**src/logic/pin_mux_pkg.sv**
```systemverilog
// Constants shared by the shared-pin function select block and its strap capture.
// Assumes a single 25 MHz core clock and a synchronous active-low reset.
package pin_mux_pkg;

	// ************************************************************
	// Clocking and derived timing counts.
	// ************************************************************
	localparam int CLK_HZ = 25_000_000;
	localparam int MDC_FREQ_HZ = 2_500_000;
	// Longest half period of the management clock, rounded down, never below one cycle.
	localparam int MDC_HALF_CYC = (CLK_HZ / (2 * MDC_FREQ_HZ)) < 1 ? 1 : (CLK_HZ / (2 * MDC_FREQ_HZ));
	localparam int MDC_CNT_W = 3;
	localparam int SPI_SCK_MAX_HZ = 25_000_000;

	// ************************************************************
	// Field positions and widths.
	// ************************************************************
	localparam int NUM_SHARED = 5;
	localparam int NUM_PORTS = 6;
	localparam int IRQ_EN_LINK_BIT = 0;
	localparam int IRQ_EN_QUEUE_BIT = 1;
	// Synchronised pin inputs: management clock, management data, serial clock, select.
	localparam int SYNC_MDC = 0;
	localparam int SYNC_MDIO = 1;
	localparam int SYNC_SCK = 2;
	localparam int SYNC_SEL = 3;
	localparam int NUM_SYNC = 4;
	// Strap inputs into the capture module.
	localparam int STRAP_WAN = 0;
	localparam int STRAP_LAMP1 = 1;
	localparam int STRAP_HOST = 2;
	localparam int STRAP_MGMT = 3;
	localparam int NUM_STRAP = 4;

	// ************************************************************
	// Reset values.
	// ************************************************************
	localparam logic [NUM_SHARED-1:0] SHARED_PIN_RST = 5'h00;
	localparam logic [NUM_PORTS-1:0] LINK_SEEN_RST = 6'h00;
	localparam logic IRQ_N_RST = 1'h1;
	localparam logic [MDC_CNT_W-1:0] MDC_CNT_RST = 3'h0;
	// Synchronised levels start at each pin's pulled idle level: select pulled up, the rest pulled down.
	localparam logic [NUM_SYNC-1:0] SYNC_LEVEL_RST = 4'h8;

endpackage

```
**src/logic/strap_bus_if.sv**
```systemverilog
// Carries the latched strap selections from the capture module to the pin logic.
// Assumes both ends run on the same core clock.
`timescale 1ns/1ps

interface strap_bus_if;
	logic wan_or_lamp_pin_select;
	logic lamp_style_strap_bit1;
	logic mgmt_master;
	logic spi_slave;

	modport capture (output wan_or_lamp_pin_select, output lamp_style_strap_bit1, output mgmt_master, output spi_slave);
	modport user (input wan_or_lamp_pin_select, input lamp_style_strap_bit1, input mgmt_master, input spi_slave);
endinterface // strap_bus_if

```
**src/logic/shared_pin_function_select.sv**
```systemverilog
// Shared pin function select: WAN transmit or lamp pins, interrupt pin, management and serial pin roles.
// Assumes one 25 MHz core clock, synchronous active-low reset, and core logic on the same clock.
`timescale 1ns/1ps

module shared_pin_function_select
	import pin_mux_pkg::*;
(
	// Clock and reset.
	input wire logic clk_i,
	input wire logic rstn_i,
	// Strap pins sampled during reset.
	input wire logic uart_tx_with_wan_strap_i,
	input wire logic serial_host_strap_i,
	input wire logic mgmt_master_strap_i,
	// Latched strap selections.
	output logic wan_or_lamp_pin_select_o,
	output logic lamp_style_strap_bit1_o,
	output logic mgmt_master_o,
	output logic spi_slave_mode_o,
	// Core WAN transmit and lamp requests.
	input wire logic [3:0] wan_txd_i,
	input wire logic wan_txen_i,
	input wire logic [NUM_SHARED-1:0] lamp_on_i,
	// Shared WAN transmit and lamp pins.
	output logic shared_lamp10_wan_txd0_o,
	output logic shared_lamp11_wan_txd1_o,
	output logic shared_lamp12_wan_txd2_o,
	output logic shared_lamp13_wan_txd3_o,
	output logic shared_lamp14_wan_txen_o,
	// Interrupt sources and control.
	input wire logic [NUM_PORTS-1:0] link_change_i,
	input wire logic [NUM_PORTS-1:0] link_change_clr_i,
	input wire logic cpu_port_queue_busy_i,
	input wire logic [1:0] irq_enable_i,
	output logic [NUM_PORTS-1:0] link_change_seen_o,
	// Interrupt pin with lamp strap.
	input wire logic irq_out_n_with_lamp_strap_i,
	output logic irq_out_n_with_lamp_strap_o,
	output logic irq_out_n_with_lamp_strap_oe_o,
	// Management clock and data pins.
	input wire logic mdc_pin_i,
	output logic mdc_pin_o,
	output logic mdc_pin_oe_o,
	input wire logic mdio_pin_i,
	output logic mdio_pin_o,
	output logic mdio_pin_oe_o,
	// Management core side.
	input wire logic mdio_drive_i,
	input wire logic mdio_drive_en_i,
	output logic mdio_in_o,
	output logic mdc_rise_o,
	// Serial clock, select and slave-out pins.
	input wire logic shared_serial_clock_pin_i,
	output logic shared_serial_clock_pin_o,
	output logic shared_serial_clock_pin_oe_o,
	input wire logic shared_select_pin_i,
	output logic shared_select_pin_o,
	output logic shared_select_pin_oe_o,
	output logic shared_serial_out_pin_o,
	output logic shared_serial_out_pin_oe_o,
	// Serial core side.
	input wire logic ee_clk_i,
	input wire logic ee_cs_i,
	input wire logic ee_dout_i,
	input wire logic spi_read_i,
	input wire logic spi_miso_bit_i,
	output logic spi_selected_o,
	output logic sck_rise_o,
	output logic sck_fall_o
);

	// ************************************************************
	// Strap capture.
	// ************************************************************
	strap_bus_if straps ();

	// The interrupt pin is an input while reset holds it undriven, so its level is the strap.
	strap_capture u_strap_capture (
		.clk_i (clk_i),
		.rstn_i (rstn_i),
		.strap_pin_i ({mgmt_master_strap_i, serial_host_strap_i, irq_out_n_with_lamp_strap_i,
			uart_tx_with_wan_strap_i}),
		.straps (straps.capture)
	);

	assign wan_or_lamp_pin_select_o = straps.wan_or_lamp_pin_select;
	assign lamp_style_strap_bit1_o = straps.lamp_style_strap_bit1;
	assign mgmt_master_o = straps.mgmt_master;
	assign spi_slave_mode_o = straps.spi_slave;

	// ************************************************************
	// Shared WAN transmit and lamp pins.
	// ************************************************************
	logic [NUM_SHARED-1:0] shared_pin_r;

	// Lamps are inverted here, so the lamp style strap has no say over these five pins.
	always_ff @(posedge clk_i)
	begin
		if (!rstn_i)
		begin
			shared_pin_r <= SHARED_PIN_RST;
		end
		else if (straps.wan_or_lamp_pin_select)
		begin
			shared_pin_r <= ~lamp_on_i;
		end
		else
		begin
			shared_pin_r <= {wan_txen_i, wan_txd_i};
		end
	end

	assign shared_lamp10_wan_txd0_o = shared_pin_r[0];
	assign shared_lamp11_wan_txd1_o = shared_pin_r[1];
	assign shared_lamp12_wan_txd2_o = shared_pin_r[2];
	assign shared_lamp13_wan_txd3_o = shared_pin_r[3];
	assign shared_lamp14_wan_txen_o = shared_pin_r[4];

	// ************************************************************
	// Interrupt.
	// ************************************************************
	logic [NUM_PORTS-1:0] link_seen_r;
	logic irq_n_r;
	logic irq_oe_r;
	logic irq_active;

	// Sticky link-change flags; a change in the clearing cycle survives.
	always_ff @(posedge clk_i)
	begin
		if (!rstn_i)
		begin
			link_seen_r <= LINK_SEEN_RST;
		end
		else
		begin
			link_seen_r <= (link_seen_r & ~link_change_clr_i) | link_change_i;
		end
	end

	assign link_change_seen_o = link_seen_r;

	// Only enabled sources reach the pin.
	assign irq_active = (irq_enable_i[IRQ_EN_LINK_BIT] && (|link_seen_r))
		|| (irq_enable_i[IRQ_EN_QUEUE_BIT] && cpu_port_queue_busy_i);

	// The pin stays undriven through reset so the strap level can be read.
	always_ff @(posedge clk_i)
	begin
		if (!rstn_i)
		begin
			irq_n_r <= IRQ_N_RST;
			irq_oe_r <= 1'h0;
		end
		else
		begin
			irq_n_r <= ~irq_active;
			irq_oe_r <= 1'h1;
		end
	end

	assign irq_out_n_with_lamp_strap_o = irq_n_r;
	assign irq_out_n_with_lamp_strap_oe_o = irq_oe_r;

	// ************************************************************
	// Pin input synchronisers.
	// ************************************************************
	logic [NUM_SYNC-1:0] pin_raw;
	logic [NUM_SYNC-1:0] sync1_r;
	logic [NUM_SYNC-1:0] sync2_r;
	logic [NUM_SYNC-1:0] sync3_r;
	logic [NUM_SYNC-1:0] level_r;
	logic [NUM_SYNC-1:0] level_prev_r;

	assign pin_raw = {shared_select_pin_i, shared_serial_clock_pin_i, mdio_pin_i, mdc_pin_i};

	// A level is accepted only once stages two and three agree.
	// Levels reset to the pin's idle level, so no false clock edge is reported after reset.
	genvar g;
	generate
		for (g = 0; g < NUM_SYNC; g++)
		begin : g_sync
			always_ff @(posedge clk_i)
			begin
				sync1_r[g] <= pin_raw[g];
				sync2_r[g] <= sync1_r[g];
				sync3_r[g] <= sync2_r[g];
			end

			always_ff @(posedge clk_i)
			begin
				if (!rstn_i)
				begin
					level_r[g] <= SYNC_LEVEL_RST[g];
					level_prev_r[g] <= SYNC_LEVEL_RST[g];
				end
				else
				begin
					if (sync2_r[g] == sync3_r[g])
					begin
						level_r[g] <= sync3_r[g];
					end
					level_prev_r[g] <= level_r[g];
				end
			end
		end
	endgenerate

	// ************************************************************
	// Management clock and data.
	// ************************************************************
	logic [MDC_CNT_W-1:0] mdc_cnt_r;
	logic mdc_clk_r;
	logic mdio_o_r;
	logic mdio_oe_r;
	logic mdc_oe_r;

	// Divide the core clock down to the management clock.
	always_ff @(posedge clk_i)
	begin
		if (!rstn_i)
		begin
			mdc_cnt_r <= MDC_CNT_RST;
			mdc_clk_r <= 1'h0;
		end
		else if (mdc_cnt_r == MDC_CNT_W'(MDC_HALF_CYC - 1))
		begin
			mdc_cnt_r <= MDC_CNT_RST;
			mdc_clk_r <= ~mdc_clk_r;
		end
		else
		begin
			mdc_cnt_r <= mdc_cnt_r + 3'h1;
		end
	end

	// In slave mode the clock pin is released and the outside party owns the clock.
	always_ff @(posedge clk_i)
	begin
		if (!rstn_i)
		begin
			mdc_oe_r <= 1'h0;
			mdio_o_r <= 1'h0;
			mdio_oe_r <= 1'h0;
		end
		else
		begin
			mdc_oe_r <= straps.mgmt_master;
			mdio_o_r <= mdio_drive_i;
			mdio_oe_r <= mdio_drive_en_i;
		end
	end

	assign mdc_pin_o = mdc_clk_r;
	assign mdc_pin_oe_o = mdc_oe_r;
	assign mdio_pin_o = mdio_o_r;
	assign mdio_pin_oe_o = mdio_oe_r;
	assign mdio_in_o = level_r[SYNC_MDIO];
	// Slave-mode frames to the virtual endpoint are clocked from the outside clock's edges.
	assign mdc_rise_o = straps.mgmt_master ? (mdc_clk_r && (mdc_cnt_r == MDC_CNT_RST))
		: (level_r[SYNC_MDC] && !level_prev_r[SYNC_MDC]);

	// ************************************************************
	// Serial host or memory pins.
	// ************************************************************
	logic sck_o_r;
	logic sck_oe_r;
	logic sel_o_r;
	logic sel_oe_r;
	logic sout_r;
	logic sout_oe_r;

	// Sampling a slave clock on the 25 MHz core clock only follows clocks well below the top rate.
	always_ff @(posedge clk_i)
	begin
		if (!rstn_i)
		begin
			sck_o_r <= 1'h0;
			sck_oe_r <= 1'h0;
			sel_o_r <= 1'h0;
			sel_oe_r <= 1'h0;
			sout_r <= 1'h0;
			sout_oe_r <= 1'h0;
		end
		else if (straps.spi_slave)
		begin
			sck_o_r <= 1'h0;
			sck_oe_r <= 1'h0;
			sel_o_r <= 1'h0;
			sel_oe_r <= 1'h0;
			sout_r <= spi_miso_bit_i;
			sout_oe_r <= !level_r[SYNC_SEL] && spi_read_i;
		end
		else
		begin
			sck_o_r <= ee_clk_i;
			sck_oe_r <= 1'h1;
			sel_o_r <= ee_cs_i;
			sel_oe_r <= 1'h1;
			sout_r <= ee_dout_i;
			sout_oe_r <= 1'h1;
		end
	end

	assign shared_serial_clock_pin_o = sck_o_r;
	assign shared_serial_clock_pin_oe_o = sck_oe_r;
	assign shared_select_pin_o = sel_o_r;
	assign shared_select_pin_oe_o = sel_oe_r;
	assign shared_serial_out_pin_o = sout_r;
	assign shared_serial_out_pin_oe_o = sout_oe_r;
	assign spi_selected_o = straps.spi_slave && !level_r[SYNC_SEL];
	assign sck_rise_o = straps.spi_slave && level_r[SYNC_SCK] && !level_prev_r[SYNC_SCK];
	assign sck_fall_o = straps.spi_slave && !level_r[SYNC_SCK] && level_prev_r[SYNC_SCK];

	// ************************************************************
	// Assertions.
	// ************************************************************
	AST_WAN_DATA: assert property (@(posedge clk_i) disable iff (!rstn_i)
		($past(rstn_i) && !straps.wan_or_lamp_pin_select) |-> (shared_pin_r[3:0] == $past(wan_txd_i)))
		else $error("WAN data pins do not follow transmit data.");

	AST_WAN_TXEN: assert property (@(posedge clk_i) disable iff (!rstn_i)
		($past(rstn_i) && !straps.wan_or_lamp_pin_select) |-> (shared_lamp14_wan_txen_o == $past(wan_txen_i)))
		else $error("WAN enable pin does not follow transmit enable.");

	AST_LAMP_LOW: assert property (@(posedge clk_i) disable iff (!rstn_i)
		($past(rstn_i) && straps.wan_or_lamp_pin_select) |-> (shared_pin_r == ~$past(lamp_on_i)))
		else $error("Lamp pins are not active low.");

	AST_IRQ_MASKED: assert property (@(posedge clk_i) disable iff (!rstn_i)
		($past(rstn_i) && ($past(irq_enable_i) == 2'h0)) |-> irq_out_n_with_lamp_strap_o)
		else $error("Interrupt asserted with all sources disabled.");

	AST_IRQ_LINK: assert property (@(posedge clk_i) disable iff (!rstn_i)
		((|link_change_i) && irq_enable_i[IRQ_EN_LINK_BIT]) ##1
		(irq_enable_i[IRQ_EN_LINK_BIT] && (link_change_clr_i == 6'h00)) |=> !irq_out_n_with_lamp_strap_o)
		else $error("Link change did not raise the interrupt within two cycles.");

	AST_IRQ_STRAP_WINDOW: assert property (@(posedge clk_i) disable iff (!rstn_i)
		$rose(rstn_i) |-> (!irq_out_n_with_lamp_strap_oe_o ##1 irq_out_n_with_lamp_strap_oe_o))
		else $error("Interrupt pin driven before the strap was taken.");

	AST_MDC_HALF: assert property (@(posedge clk_i) disable iff (!rstn_i)
		$rose(mdc_clk_r) |-> (mdc_clk_r [*5] ##1 !mdc_clk_r))
		else $error("Management clock half period is not five cycles.");

	AST_SCK_DIR: assert property (@(posedge clk_i) disable iff (!rstn_i)
		$past(rstn_i) |-> (shared_serial_clock_pin_oe_o == !straps.spi_slave))
		else $error("Serial clock pin direction does not match host strap.");

	AST_EE_SELECT: assert property (@(posedge clk_i) disable iff (!rstn_i)
		($past(rstn_i) && !straps.spi_slave) |-> (shared_select_pin_oe_o && (shared_select_pin_o == $past(ee_cs_i))))
		else $error("Memory chip select not driven from the core request.");

	AST_MISO_DRIVE: assert property (@(posedge clk_i) disable iff (!rstn_i)
		($past(rstn_i) && straps.spi_slave && $past(spi_read_i) && !$past(level_r[SYNC_SEL]))
		|-> (shared_serial_out_pin_oe_o && (shared_serial_out_pin_o == $past(spi_miso_bit_i))))
		else $error("Slave-out pin not driven during a selected read.");

endmodule // shared_pin_function_select

```
**src/logic/strap_capture.sv**
```systemverilog
// Strap capture: synchronises the strap pins and latches them while reset is low.
// Assumes the strap pins are asynchronous and that reset is held for at least four clocks.
`timescale 1ns/1ps

module strap_capture
	import pin_mux_pkg::*;
(
	// Clock and reset.
	input wire logic clk_i,
	input wire logic rstn_i,
	// Raw strap pin levels.
	input wire logic [NUM_STRAP-1:0] strap_pin_i,
	// Latched selections.
	strap_bus_if.capture straps
);

	// ************************************************************
	// Synchroniser and latch.
	// ************************************************************
	logic [NUM_STRAP-1:0] sync1_r;
	logic [NUM_STRAP-1:0] sync2_r;
	logic [NUM_STRAP-1:0] sync3_r;
	logic [NUM_STRAP-1:0] latch_r;

	// Three-stage synchroniser; it runs through reset so the straps settle before release.
	always_ff @(posedge clk_i)
	begin
		sync1_r <= strap_pin_i;
		sync2_r <= sync1_r;
		sync3_r <= sync2_r;
	end

	// Each strap follows the pin during reset, once stages two and three agree, then freezes.
	genvar g;
	generate
		for (g = 0; g < NUM_STRAP; g++)
		begin : g_latch
			always_ff @(posedge clk_i)
			begin
				if (!rstn_i && (sync2_r[g] == sync3_r[g]))
				begin
					latch_r[g] <= sync3_r[g];
				end
			end
		end
	endgenerate

	assign straps.wan_or_lamp_pin_select = latch_r[STRAP_WAN];
	assign straps.lamp_style_strap_bit1 = latch_r[STRAP_LAMP1];
	assign straps.mgmt_master = latch_r[STRAP_MGMT];
	assign straps.spi_slave = latch_r[STRAP_HOST];

	// Straps never move once reset has been released.
	AST_STRAP_HOLD: assert property (@(posedge clk_i) disable iff (!rstn_i)
		$past(rstn_i) |-> $stable(latch_r))
		else $error("Strap selection changed outside reset.");

endmodule // strap_capture

```
**config.mk**
```make
export PLATFORM = sky130hd
export DESIGN_NAME = shared_pin_function_select
export DESIGN_NICKNAME = d
export VERILOG_FILES = /design/src/logic/pin_mux_pkg.sv /design/src/logic/strap_bus_if.sv /design/src/logic/shared_pin_function_select.sv /design/src/logic/strap_capture.sv
export SDC_FILE = /design/constraint.sdc
export NUM_CORES = 1
export LEC_CHECK = 0
export BUFFER_PORTS_ARGS = -buffer_cell sky130_fd_sc_hd__buf_2
export CAP_MARGIN = 5
export CELL_PAD_IN_SITES_DETAIL_PLACEMENT = 1
export CELL_PAD_IN_SITES_GLOBAL_PLACEMENT = 2
export CORE_MARGIN = 5
export CORE_UTILIZATION = 30
export CTS_CLUSTER_DIAMETER = 120
export CTS_CLUSTER_SIZE = 20
export DETAILED_ROUTE_END_ITERATION = 12
export PLACE_DENSITY = 0.88
export SLEW_MARGIN = 20
export SYNTH_ARGS = -nofsm -noshare
export SYNTH_HDL_FRONTEND = slang
export SYNTH_SLANG_ARGS = --single-unit
```
**constraint.sdc**
```tcl
create_clock -name clk_i -period 1.85 [get_ports clk_i]
set_input_delay 0.2775 -clock clk_i [delete_from_list [all_inputs] [get_ports clk_i]]
set_output_delay 0.2775 -clock clk_i [all_outputs]
set_load 0.01 [all_outputs]
```
==> out/qor.log, run 1 <==
qor: run_status.status complete, no violations
qor: floorplanning.start_util 30.3%
qor: floorplanning.core 5820 um2
qor: detailed_routing.routed_wirelength 3660 um
qor: global_routing.grt_max_degree 15
qor: synthesis.netlist_cell_types 25
qor: placed_design.finalWeightedCongestion 0.669
qor: clock_tree.cts-root-buf sky130_fd_sc_hd__clkbuf_8
qor: timing.final-hold-violation-count 0
qor: layout.drive_gt1_share 38.9%
qor: clock_tree.cts_sinks 59
qor: floorplanning.std_cell_rows 28
qor: timing.tightestPinTransition 0.491 ns
qor: global_routing.wire_length_of_the_first_global_routing_pass 5800 um
qor: critical_path.path_class reg2out
qor: critical_path.crit_path_end_kind output pin
qor: layout.area_growth_syn_to_layout 34.9%
qor: synthesis.ys_warn_count 0
qor: timing.maxClockFrequency 656 MHz
qor: floorplanning.floorplan.die.height 86.6 um
qor: critical_path.crit_path_start_kind flip-flop
qor: placed_design.post_dp_hpwl 2780 um
qor: timing.max_slew_margin 67.2%
qor: timing.fin_tns_setup 0 ns
qor: clock_tree.post-cts-setup-buffers 0
qor: layout.num_antenna_cells 0
qor: clock_tree.cts_tree yes
qor: clock_tree.cts_hold_repair.buffers 0
qor: global_routing.global_route.usage.total 10.2%
qor: global_routing.grt_pass1_vias 1,315
qor: pwr.max-vdd-ir-drop 428 uV
qor: pwr.total_leakage_power 1.10 nW
qor: synthesis.yosysSeqAreaShare 69.3%
qor: placed_design.place.port_buffers 73
qor: global_routing.overflow_after_grt 0
qor: run.number_of_maximum_capacitance_violations 0
qor: floorplanning.die_area 7500 um2
qor: clock_tree.clk_path_buf_depth 2
qor: clock_tree.clkSlewWorstSetupHoldPaths 0.07 ns
qor: critical_path.worstPathMaxFanout 5
qor: min_path.hold_class in2reg
qor: timing.finalCritPeriodShare 82.4%
qor: layout.design.final.nets 273
qor: synthesis.synth.avg_cell_area 11.9 um2
qor: detailed_routing.routedWlPerCell 11.8 um
qor: critical_path.worst-endpoint-arrival 1.25 ns
qor: timing.setup_repair_after_global_routing_missed_its_margin no
qor: clock_tree.h_tree_levels 3
qor: detailed_routing.post-route-drc-count 0
qor: timing.finalSetupViolations 0
qor: synthesis.netlist_instances 148
qor: synthesis.synth_fp_nets 192
qor: detailed_routing.route.detailed.vias_per_inst 4.16
qor: floorplanning.top_level_pins 74
qor: pwr.power_density 1090 nW/um2
qor: detailed_routing.vias 1,285
qor: timing.maxSlewViolCount 0
qor: clock_tree.clock_latency_at_the_later_pin_of_the_worst_skew_pair 0.32 ns
qor: floorplanning.die_width 86.6 um
qor: synthesis.syn-cell-area 1760 um2
qor: detailed_routing.first_iter_violations 30
qor: clock_tree.cts-resized-gates 0
qor: global_routing.initial_antenna_violation_count 0
qor: pwr.total_power 2.59 mW
qor: detailed_routing.route.antenna.remaining_nets 0
qor: timing.final_critical_delay_including_setup_and_external_delays 1.52 ns
qor: critical_path.critical_path_required 1.57 ns
qor: synthesis.synth-seq-cells 59
qor: timing.finalClockSkew 0.00547 ns
qor: detailed_routing.detail_route.first_pass.iterations 4
qor: clock_tree.cts-buffers-inserted 9
-- through the flow --
step	util, %	worst slack, ns	hold slack (ns)	instance area [um2]	cells
detailed placement	37.9	0.659	0.313	2210	293
global placement	37.9	0.671	0.310	2210	293
global route	40.9	0.231	0.0212	2380	309
floorplan	-	0.738	0.305	1760	148
finish	40.9	0.325	0.0516	2380	309
CTS	40.9	0.297	0.0347	2380	309
-- cells in the mapped netlist --
cell type,count,area [um2]
sky130_fd_sc_hd__a211o_1,1,8.76
sky130_fd_sc_hd__a211oi_1,1,7.51
sky130_fd_sc_hd__a21bo_2,1,10.0
sky130_fd_sc_hd__a21oi_1,12,60.1
sky130_fd_sc_hd__a21oi_2,1,8.76
sky130_fd_sc_hd__and2_1,7,43.8
sky130_fd_sc_hd__and3_1,2,12.5
sky130_fd_sc_hd__buf_2,3,15.0
sky130_fd_sc_hd__buf_4,1,7.51
sky130_fd_sc_hd__dfxtp_1,55,1100
sky130_fd_sc_hd__edfxtp_1,4,120
sky130_fd_sc_hd__ha_1,2,25.0
sky130_fd_sc_hd__inv_1,3,11.3
sky130_fd_sc_hd__mux2i_1,1,10.0
sky130_fd_sc_hd__nand2_1,6,22.5
sky130_fd_sc_hd__nand2b_1,13,81.3
sky130_fd_sc_hd__nand3b_1,1,7.51
sky130_fd_sc_hd__nand4b_1,1,8.76
sky130_fd_sc_hd__nor2_1,8,30.0
sky130_fd_sc_hd__nor2b_1,8,50.1
sky130_fd_sc_hd__nor4_1,1,6.26
sky130_fd_sc_hd__o21a_1,6,45.0
sky130_fd_sc_hd__o21ai_0,5,25.0
sky130_fd_sc_hd__or3b_1,1,8.76
sky130_fd_sc_hd__xor2_1,4,35.0
-- power by group --
group	switching (mW)	internal (mW)	total, mW
Combinational	0.0915	0.104	0.195
Sequential	0.0391	1.36	1.40
Clock	0.476	0.516	0.992
-- cell families (layout without fill, tap and decap cells) --
logic type / after synthesis / in the layout / share of synthesized area (%)
compound gates: 27 / 27 / 9.38
xor+xnor: 4 / 4 / 1.99
fa+ha+maj: 2 / 2 / 1.42
buf+inv: 7 / 93 / 1.92
flops: 59 / 59 / 69.3
mux: 1 / 1 / 0.568
simple gates: 48 / 48 / 15.4
-- cells in the final DEF, fill, tap and decap left out, drive strengths merged, types with 5 or more instances in the layout --
cell type and n:
nor2b 8, nand2b 13, clkbuf 11, a21oi 13, nor2 8, nand2 6
o21a 6, dfxtp 55, buf 74, and2 7, o21ai 5
-- area by class of cell --
cell class	count	area, um2
fill	675	3440
sequential	59	1220
multi-input combinational	82	507
timing repair buffer	74	373
clock buffer	11	141
tap	75	93.8
clock inverter	5	28.8
inverter	3	11.3
-- worst paths after layout --
| path | startpoint | endpoint | slack (ns) | cells past startpoint |
|---|---|---|---|---|
| setup / recovery | mdc_cnt_r[0]$_SDFF_PP0_ | mdc_rise_o | 0.33 | 5 |
| setup reg to reg | mdc_cnt_r[0]$_SDFF_PP0_ | mdc_cnt_r[2]$_SDFF_PP0_ | 0.68 | 4 |
| hold / removal | irq_out_n_with_lamp_strap_i | u_strap_capture.sync1_r[1]$_DFF_P_ | 0.05 | 1 |
| hold reg to reg | u_strap_capture.sync1_r[3]$_DFF_P_ | u_strap_capture.sync2_r[3]$_DFF_P_ | 0.32 | 0 |
-- worst max-delay path, cell delays in order, from the launching register on --
cell                       delay, ns
sky130_fd_sc_hd__dfxtp_1        0.33
sky130_fd_sc_hd__inv_1          0.06
sky130_fd_sc_hd__ha_1           0.24
sky130_fd_sc_hd__nand4b_1       0.10
sky130_fd_sc_hd__o21ai_0        0.07
sky130_fd_sc_hd__buf_2          0.14
-- flip-flops by register name, summed over array words and instances (netlist names), 2 cells and up --
signal and count:
link_change_seen_o 6, level_r 3, sync1_r 4, shared_pin_r 5
u_strap_capture.sync3_r 4, sync3_r 4, u_strap_capture.sync2_r 4, level_prev_r 2
sync2_r 4, u_strap_capture.sync1_r 4, mdc_cnt_r 3
-- per-layer routing --
layer | up-vias | part of all wire [%] | global-route usage [%]
li1 | 646 | - | -
met1 | 580 | 46 | 12.5
met2 | 57 | 43 | 14.3
met3 | 2 | 11 | 5.89
met4 | 0 | 0.41 | 5.10
met5 | - | 0 | 0
No activity file was read; power rests on OpenSTA's default activity.
==> run 2, diff against run 1 <==
--- a/config.mk
+++ b/config.mk
@@ -10,11 +10,11 @@
 export CELL_PAD_IN_SITES_DETAIL_PLACEMENT = 1
 export CELL_PAD_IN_SITES_GLOBAL_PLACEMENT = 2
 export CORE_MARGIN = 5
-export CORE_UTILIZATION = 30
+export CORE_UTILIZATION = 28
 export CTS_CLUSTER_DIAMETER = 120
 export CTS_CLUSTER_SIZE = 20
 export DETAILED_ROUTE_END_ITERATION = 12
-export PLACE_DENSITY = 0.88
+export PLACE_DENSITY = 0.84
 export SLEW_MARGIN = 20
 export SYNTH_ARGS = -nofsm -noshare
 export SYNTH_HDL_FRONTEND = slang
==> constraint.sdc (replaced) <==
create_clock -name clk_i -period 1.5 [get_ports clk_i]
set_input_delay 0.225 -clock clk_i [delete_from_list [all_inputs] [get_ports clk_i]]
set_output_delay 0.225 -clock clk_i [all_outputs]
set_load 0.01 [all_outputs]
==> run 2 against run 1 <==
Register-to-register slack worse by 0.28 ns. Clock skew down 0.00055 ns. Routed wire length is 0.44% higher. Sequential cell count unchanged. Combinational power increased by 35%. Power up 31%. Non-clock buffer count up 8. First-iteration DRC count down 10%. Core utilization shrank 0.90 points. Sequential share of layout area fell by 2.4 points. Global-route usage fell by 0.60 points. Critical endpoint unchanged.
==> out/qor.log, run 2 (synthesis results as in run 1) <==
qor: critical_path.path_class reg2out [unchanged]
qor: placed_design.post_dp_hpwl 2730 um [was 2780 um]
qor: detailed_routing.post-route-drc-count 0 [unchanged]
qor: detailed_routing.route.detailed.vias_per_inst 4.11 [was 4.16]
qor: timing.maxClockFrequency 711 MHz
qor: timing.finalClockSkew 0.00492 ns [was 0.00547 ns]
qor: pwr.switching_share 22.0% [was 23.4%]
qor: layout.design.final.nets 281 [was 273]
qor: layout.final.fill_count 739 [was 675]
qor: layout.largest_register_ffs 6 [unchanged]
qor: detailed_routing.routedWlPerCell 11.5 um [was 11.8 um]
qor: timing.max_slew_margin 66.2% [was 67.2%]
qor: floorplanning.core 6240 um2 [was 5820 um2]
qor: clock_tree.cts-root-buf sky130_fd_sc_hd__clkbuf_8 [unchanged]
qor: timing.final_critical_delay_including_setup_and_external_delays 1.41 ns
qor: global_routing.global_route.usage.total 9.64% [was 10.2%]
qor: pwr.share_seq_of_total_power 51.1% [was 54.1%]
qor: floorplanning.std_cell_rows 29 [was 28]
qor: pwr.pwr-share-clk 41.1% [was 38.3%]
qor: detailed_routing.vias 1,311 [was 1,285]
qor: floorplanning.start_util 28.2% [was 30.3%]
qor: detailed_routing.route.antenna.remaining_nets 0 [unchanged]
qor: timing.final-hold-violation-count 0 [unchanged]
qor: pwr.total_leakage_power 1.15 nW [was 1.10 nW]
qor: detailed_routing.first_iter_violations 27 [was 30]
qor: floorplanning.die_area 7980 um2 [was 7500 um2]
qor: detailed_routing.detail_route.first_pass.iterations 4 [unchanged]
qor: critical_path.critical_path_required 1.27 ns [was 1.57 ns]
qor: clock_tree.h_tree_levels 3 [unchanged]
qor: clock_tree.clkSlewWorstSetupHoldPaths 0.06 ns [was 0.07 ns]
qor: timing.finalSetupViolations 0 [unchanged]
qor: layout.drive_gt1_share 38.8% [was 38.9%]
qor: critical_path.crit_path_start_kind flip-flop [unchanged]
qor: clock_tree.clock_latency_at_the_later_pin_of_the_worst_skew_pair 0.32 ns [about the same]
qor: min_path.hold_class in2reg [unchanged]
qor: run.number_of_maximum_capacitance_violations 0 [unchanged]
qor: critical_path.crit_path_end_kind output pin [unchanged]
qor: pwr.power.internal 2.64 mW [was 1.98 mW]
qor: placed_design.place.port_buffers 73 [unchanged]
qor: layout.num_antenna_cells 0 [unchanged]
qor: global_routing.grt_pass1_vias 1,392 [was 1,315]
qor: pwr.switching_power 0.743 mW [was 0.607 mW]
qor: global_routing.wire_length_of_the_first_global_routing_pass 5660 um [was 5800 um]
qor: critical_path.worstPathMaxFanout 5 [unchanged]
qor: global_routing.overflow_after_grt 0 [unchanged]
qor: layout.area_growth_syn_to_layout 41.5% [was 34.9%]
qor: critical_path.worst-endpoint-arrival 1.18 ns [was 1.25 ns]
qor: global_routing.initial_antenna_violation_count 0 [unchanged]
qor: clock_tree.cts_tree yes [unchanged]
qor: clock_tree.cts-buffers-inserted 9 [unchanged]
qor: timing.setup_repair_after_global_routing_missed_its_margin no [unchanged]
qor: floorplanning.die_width 89.3 um [was 86.6 um]
qor: floorplanning.top_level_pins 74 [unchanged]
qor: timing.tightestPinTransition 0.506 ns [was 0.491 ns]
qor: layout.layout_commonest_cell sky130_fd_sc_hd__buf_2 [unchanged]
qor: pwr.max-vdd-ir-drop 770 uV [was 428 uV]
qor: timing.fin_tns_setup 0 ns [unchanged]
qor: clock_tree.cts_sinks 59 [unchanged]
qor: floorplanning.floorplan.die.height 89.3 um [was 86.6 um]
qor: pwr.gate_power_share 7.8% [was 7.5%]
qor: layout.final_cell_mix sky130_fd_sc_hd__buf_2 (73), sky130_fd_sc_hd__dfxtp_1 (54), sky130_fd_sc_hd__nand2b_1 (13), sky130_fd_sc_hd__a21oi_1 (12), sky130_fd_sc_hd__clkbuf_8 (10) [was sky130_fd_sc_hd__buf_2 (73), sky130_fd_sc_hd__dfxtp_1 (55), sky130_fd_sc_hd__nand2b_1 (13), sky130_fd_sc_hd__a21oi_1 (12), sky130_fd_sc_hd__clkbuf_8 (10)]
qor: pwr.power_density 1360 nW/um2 [was 1090 nW/um2]
qor: detailed_routing.routed_wirelength 3670 um [was 3660 um]
qor: layout.final_core_util 40.0% [was 40.9%]
qor: timing.maxSlewViolCount 0 [unchanged]
qor: placed_design.finalWeightedCongestion 0.670 [was 0.669]
qor: global_routing.grt_max_degree 14 [was 15]
qor: run_status.status complete, no violations [unchanged]
qor: timing.finalCritPeriodShare 93.7%
qor: clock_tree.clk_path_buf_depth 2 [unchanged]
[run 2: cell count changes in the layout (fill, tap and decap cells not counted), sizes merged]
cell / previous run / this run
dlygate4sd3: 0 / 7
bufinv: 0 / 1
buf: 74 / 75
clkinv: 3 / 1
clkbuf: 11 / 12
[run 2: area by class of cell]
| cell class | instances | area (um2) | area share (%) |
|---|---|---|---|
| clock buffers | 12 | 145 | 5.82 |
| repair buffers | 82 | 450 | 18.1 |
| flip-flops and latches | 59 | 1220 | 49.0 |
| inverters | 3 | 11.3 | 0.452 |
| multi-input cells | 82 | 519 | 20.8 |
| clock inverters | 4 | 48.8 | 1.96 |
| well taps | 77 | 96.3 | 3.86 |
[run 2: stage by stage]
step	hold WS, ns	total power, mW	worst slack, ns	cell area (um2)	cells
6_report	0.0266	3.38	0.0944	2490	319
5_1_grt	0.00799	3.55	0.00393	2490	319
4_1_cts	0.0133	3.45	0.0207	2480	319
3_5_place_dp	0.313	2.01	0.308	2220	296
3_3_place_gp	0.310	2.00	0.340	2220	296
2_1_floorplan	0.253	1.88	0.388	1760	148
[run 2: critical path, stage by stage, from the launching register on]
cell                       delay [ns]
sky130_fd_sc_hd__dfxtp_1         0.35
sky130_fd_sc_hd__inv_2           0.06
sky130_fd_sc_hd__ha_4            0.17
sky130_fd_sc_hd__nand4b_1        0.08
sky130_fd_sc_hd__o21ai_0         0.08
sky130_fd_sc_hd__buf_2           0.14
[run 2: metal layers]
| layer | GRT usage (%) | share of wire (%) | vias up | wire [um] |
|---|---|---|---|---|
| li1 | - | - | 663 | - |
| met1 | 9.90 | 42 | 582 | 1550 |
| met2 | 15.5 | 45 | 59 | 1660 |
| met3 | 5.81 | 12 | 7 | 423 |
| met4 | 4.87 | 1.2 | 0 | 44 |
| met5 | 0 | 0 | - | 0 |
[run 2: power by group through the flow]
stage / Sequential [mW] / Combinational (mW) / Clock (mW)
final: 1.73 / 0.264 / 1.39
after global routing: 1.74 / 0.297 / 1.51
after CTS: 1.73 / 0.264 / 1.45
after detailed placement: 1.77 / 0.248 / 0
after global placement: 1.76 / 0.242 / 0
after floorplan: 1.78 / 0.102 / 0
[run 2: repair_timing]
item | 4_1_cts | 5_1_grt
setup buffers | 0 | 0
pin swaps | 0 | 0
gates resized for setup | 1 | 3
endpoints found under the hold margin | 7 | 0
hold buffers | 7 | 0
endpoints found under the setup margin | 1 | 1
[run 2: path summary, 6_finish.rpt]
kind / start / end / slack (ns) / cells past startpoint
worst min register to register: sync1_r[2]$_DFF_P_ / sync2_r[2]$_DFF_P_ / 0.33 / 0
worst max register to register: mdc_cnt_r[0]$_SDFF_PP0_ / mdc_cnt_r[2]$_SDFF_PP0_ / 0.40 / 4
worst max-delay path: mdc_cnt_r[0]$_SDFF_PP0_ / mdc_rise_o / 0.09 / 5
worst min-delay path: shared_serial_clock_pin_i / sync1_r[2]$_DFF_P_ / 0.03 / 1
==> run 3, diff against run 2 <==
--- a/config.mk
+++ b/config.mk
@@ -15,6 +15,7 @@
 export CTS_CLUSTER_SIZE = 20
 export DETAILED_ROUTE_END_ITERATION = 12
 export PLACE_DENSITY = 0.84
+export REMOVE_ABC_BUFFERS = 1
 export SLEW_MARGIN = 20
 export SYNTH_ARGS = -nofsm -noshare
 export SYNTH_HDL_FRONTEND = slang
==> run 3 against run 2 <==
Clock skew fell by 0.0023 ns. Combinational power is essentially flat. Setup slack got worse by 0.033 ns. Highest routed layer unchanged. Cell count shrank 0.31%. Core utilization about the same. Largest cell class unchanged. Routed wire length up 3.6%. Critical path type unchanged. Global-route usage up 0.14 points.
==> out/qor.log, run 3 (synthesis results as in run 1) <==
qor: critical_path.reg2regPathDepth 4 [unchanged]
qor: timing.max_slew_margin 69.6% [was 66.2%]
qor: floorplanning.std_cell_rows 29 [unchanged]
qor: clock_tree.cts_sinks 59 [unchanged]
qor: global_routing.initial_antenna_violation_count 0 [unchanged]
qor: clock_tree.h_tree_levels 3 [unchanged]
qor: run_status.status complete, no violations [unchanged]
qor: detailed_routing.route.antenna.remaining_nets 0 [unchanged]
qor: global_routing.global_route.usage.total 9.78% [was 9.64%]
qor: timing.maxClockFrequency 695 MHz [was 711 MHz]
qor: critical_path.worst-endpoint-arrival 1.21 ns [was 1.18 ns]
qor: floorplanning.top_level_pins 74 [unchanged]
qor: floorplanning.floorplan.die.height 89.3 um [unchanged]
qor: clock_tree.cts-root-buf sky130_fd_sc_hd__clkbuf_8 [unchanged]
qor: clock_tree.clock_latency_at_the_later_pin_of_the_worst_skew_pair 0.32 ns [about the same]
qor: critical_path.rr_startpoint mdc_cnt_r[1]$_SDFF_PP0_ [was mdc_cnt_r[0]$_SDFF_PP0_]
qor: clock_tree.clkSlewWorstSetupHoldPaths 0.06 ns [about the same]
qor: timing.setup_ws 0.0611 ns [was 0.0944 ns]
qor: layout.layout_commonest_cell sky130_fd_sc_hd__buf_2 [unchanged]
qor: critical_path.regToRegSetupSlack 0.37 ns [was 0.40 ns]
qor: global_routing.overflow_after_grt 0 [unchanged]
qor: critical_path.crit_path_max_incr_delay 0.35 ns [about the same]
qor: layout.num_antenna_cells 0 [unchanged]
qor: pwr.max-vdd-ir-drop 580 uV [was 770 uV]
qor: layout.design.final.nets 281 [unchanged]
qor: min_path.min_delay_endpoint shared_serial_clock_pin_o$_SDFF_PP0_ [was sync1_r[2]$_DFF_P_]
qor: critical_path.worstPathMaxFanout 5 [unchanged]
qor: run.number_of_maximum_capacitance_violations 0 [unchanged]
qor: detailed_routing.routedWlPerCell 12.0 um [was 11.5 um]
qor: pwr.total_leakage_power 1.15 nW [about the same]
qor: min_path.startpoint_of_the_lowest_slack_hold_path ee_clk_i [was shared_serial_clock_pin_i]
qor: detailed_routing.post-route-drc-count 0 [unchanged]
qor: global_routing.grt_max_degree 14 [unchanged]
qor: critical_path.r2r_end mdc_cnt_r[2]$_SDFF_PP0_ [unchanged]
qor: global_routing.grt_pass1_vias 1,352 [was 1,392]
qor: placed_design.detailed_place.area 2210 um2 [was 2220 um2]
qor: placed_design.finalWeightedCongestion 0.705 [was 0.670]
qor: timing.tightestPinTransition 0.456 ns [was 0.506 ns]
qor: placed_design.place.port_buffers 73 [unchanged]
qor: critical_path.path_class reg2out [unchanged]
qor: layout.drive_gt1_share 37.8% [was 38.8%]
qor: timing.maxSlewViolCount 0 [unchanged]
qor: floorplanning.die_area 7980 um2 [unchanged]
qor: timing.finalSetupViolations 0 [unchanged]
qor: placed_design.detailedPlace.worstSlack 0.304 ns [was 0.308 ns]
qor: global_routing.grt_busiest_layer met2 [unchanged]
qor: detailed_routing.route.detailed.vias_per_inst 4.18 [was 4.11]
qor: timing.final-hold-violation-count 0 [unchanged]
qor: min_path.min_path_cells 2 [was 1]
qor: detailed_routing.first_iter_violations 45 [was 27]
qor: min_path.hold_class in2reg [unchanged]
qor: global_routing.met2_usage 14.9% [was 15.5%]
qor: detailed_routing.detail_route.first_pass.iterations 4 [unchanged]
qor: critical_path.worst_path_cell_chain inv_1 -> ha_4 -> nand4b_1 -> o21ai_0 -> buf_2 [was inv_2 -> ha_4 -> nand4b_1 -> o21ai_0 -> buf_2]
qor: timing.finalClockSkew 0.00258 ns [was 0.00492 ns]
qor: clock_tree.post-cts-setup-buffers 0 [unchanged]
qor: global_routing.grt_util_met3 4.33% [was 5.81%]
qor: clock_tree.clk_path_buf_depth 2 [unchanged]
qor: floorplanning.core 6240 um2 [unchanged]
qor: critical_path.crit_path_start_kind flip-flop [unchanged]
qor: global_routing.globalRouteMet1Util 11.2% [was 9.90%]
qor: timing.finalCritPeriodShare 95.9% [was 93.7%]
qor: detailed_routing.vias 1,328 [was 1,311]
qor: detailed_routing.routed_wirelength 3810 um [was 3670 um]
qor: global_routing.wire_length_of_the_first_global_routing_pass 5830 um [was 5660 um]
qor: clock_tree.cts-buffers-inserted 9 [unchanged]
qor: timing.setup_repair_after_global_routing_missed_its_margin no [unchanged]
qor: floorplanning.start_util 28.2% [unchanged]
qor: pwr.power_density 1360 nW/um2 [about the same]
qor: layout.area_growth_syn_to_layout 41.6% [was 41.5%]
qor: critical_path.crit_path_end_kind output pin [unchanged]
qor: critical_path.timing.critical_path.slowest_stage_cell sky130_fd_sc_hd__dfxtp_1 [unchanged]
qor: clock_tree.cts_tree yes [unchanged]
qor: placed_design.post_dp_hpwl 2820 um [was 2730 um]
qor: floorplanning.die_width 89.3 um [unchanged]
qor: layout.final_cell_mix sky130_fd_sc_hd__buf_2 (73), sky130_fd_sc_hd__dfxtp_1 (55), sky130_fd_sc_hd__nand2b_1 (13), sky130_fd_sc_hd__a21oi_1 (12), sky130_fd_sc_hd__clkbuf_8 (11) [was sky130_fd_sc_hd__buf_2 (73), sky130_fd_sc_hd__dfxtp_1 (54), sky130_fd_sc_hd__nand2b_1 (13), sky130_fd_sc_hd__a21oi_1 (12), sky130_fd_sc_hd__clkbuf_8 (10)]
qor: critical_path.critical_path_required 1.27 ns [about the same]
qor: timing.final_critical_delay_including_setup_and_external_delays 1.44 ns [was 1.41 ns]
qor: layout.largest_register_ffs 6 [unchanged]
qor: layout.finalInstanceArea 2490 um2 [about the same]
qor: timing.fin_tns_setup 0 ns [unchanged]
## run 3: worst max path at each step
stage	startpoint	slack, ns	endpoint	depth (start not counted)
2_1_floorplan	mdc_cnt_r[0]$_SDFF_PP0_	0.39	mdc_cnt_r[2]$_SDFF_PP0_	4
3_3_place_gp	mdc_cnt_r[0]$_SDFF_PP0_	0.35	mdc_cnt_r[2]$_SDFF_PP0_	4
3_5_place_dp	mdc_cnt_r[0]$_SDFF_PP0_	0.30	mdc_cnt_r[2]$_SDFF_PP0_	4
4_1_cts	mdc_cnt_r[0]$_SDFF_PP0_	0.02	mdc_rise_o	5
5_1_grt	mdc_cnt_r[1]$_SDFF_PP0_	0.004	mdc_rise_o	5
6_report	mdc_cnt_r[1]$_SDFF_PP0_	0.06	mdc_rise_o	5
## run 3: metrics by stage
stage          total power, mW  utilization [%]  std cells  hold WS, ns
2_1_floorplan             1.87                -        144        0.253
5_1_grt                   3.58             40.0        318       0.0912
3_5_place_dp              2.01             35.4        295        0.313
6_report                  3.40             40.0        318        0.105
4_1_cts                   3.47             40.0        318       0.0852
3_3_place_gp              2.00             35.4        295        0.310
## run 3: per-layer routing
metal	wire length (um)	part of all wire [%]	up-vias
li1	-	-	664
met1	1580	42	609
met2	1790	47	51
met3	393	10	4
met4	44	1.2	0
met5	0	0	-
## run 3: area by class of cell
cell class,instances,area (um2)
flip-flops and latches,59,1220
multi-input cells,82,519
clock buffers,13,159
fillers,719,3750
clock inverters,2,35.0
well taps,77,96.3
inverters,3,11.3
repair buffers,82,453
## run 3: power by group
| group | leakage [nW] | internal [mW] | switching (mW) |
|---|---|---|---|
| combinational | 0.550 | 0.147 | 0.119 |
| clock | 0.0995 | 0.847 | 0.551 |
| sequential | 0.497 | 1.68 | 0.0506 |
| total | 1.15 | 2.68 | 0.720 |
## run 3: what timing repair did
action / CTS / global route
resized for setup: 2 / 1
hold buffers: 8 / 0
hold endpoints to repair: 8 / 0
setup endpoints to repair: 1 / 1
cloned: 0 / 0
pin swaps: 1 / 0
## run 3: critical path, delay by kind of cell (launching register included)
family,cells,cell delay (ns)
DFF,1,0.35
buffers and inverters,2,0.22
adders and majority gates,1,0.18
and+or+nand+nor,1,0.09
AOI/OAI and AO/OA,1,0.08
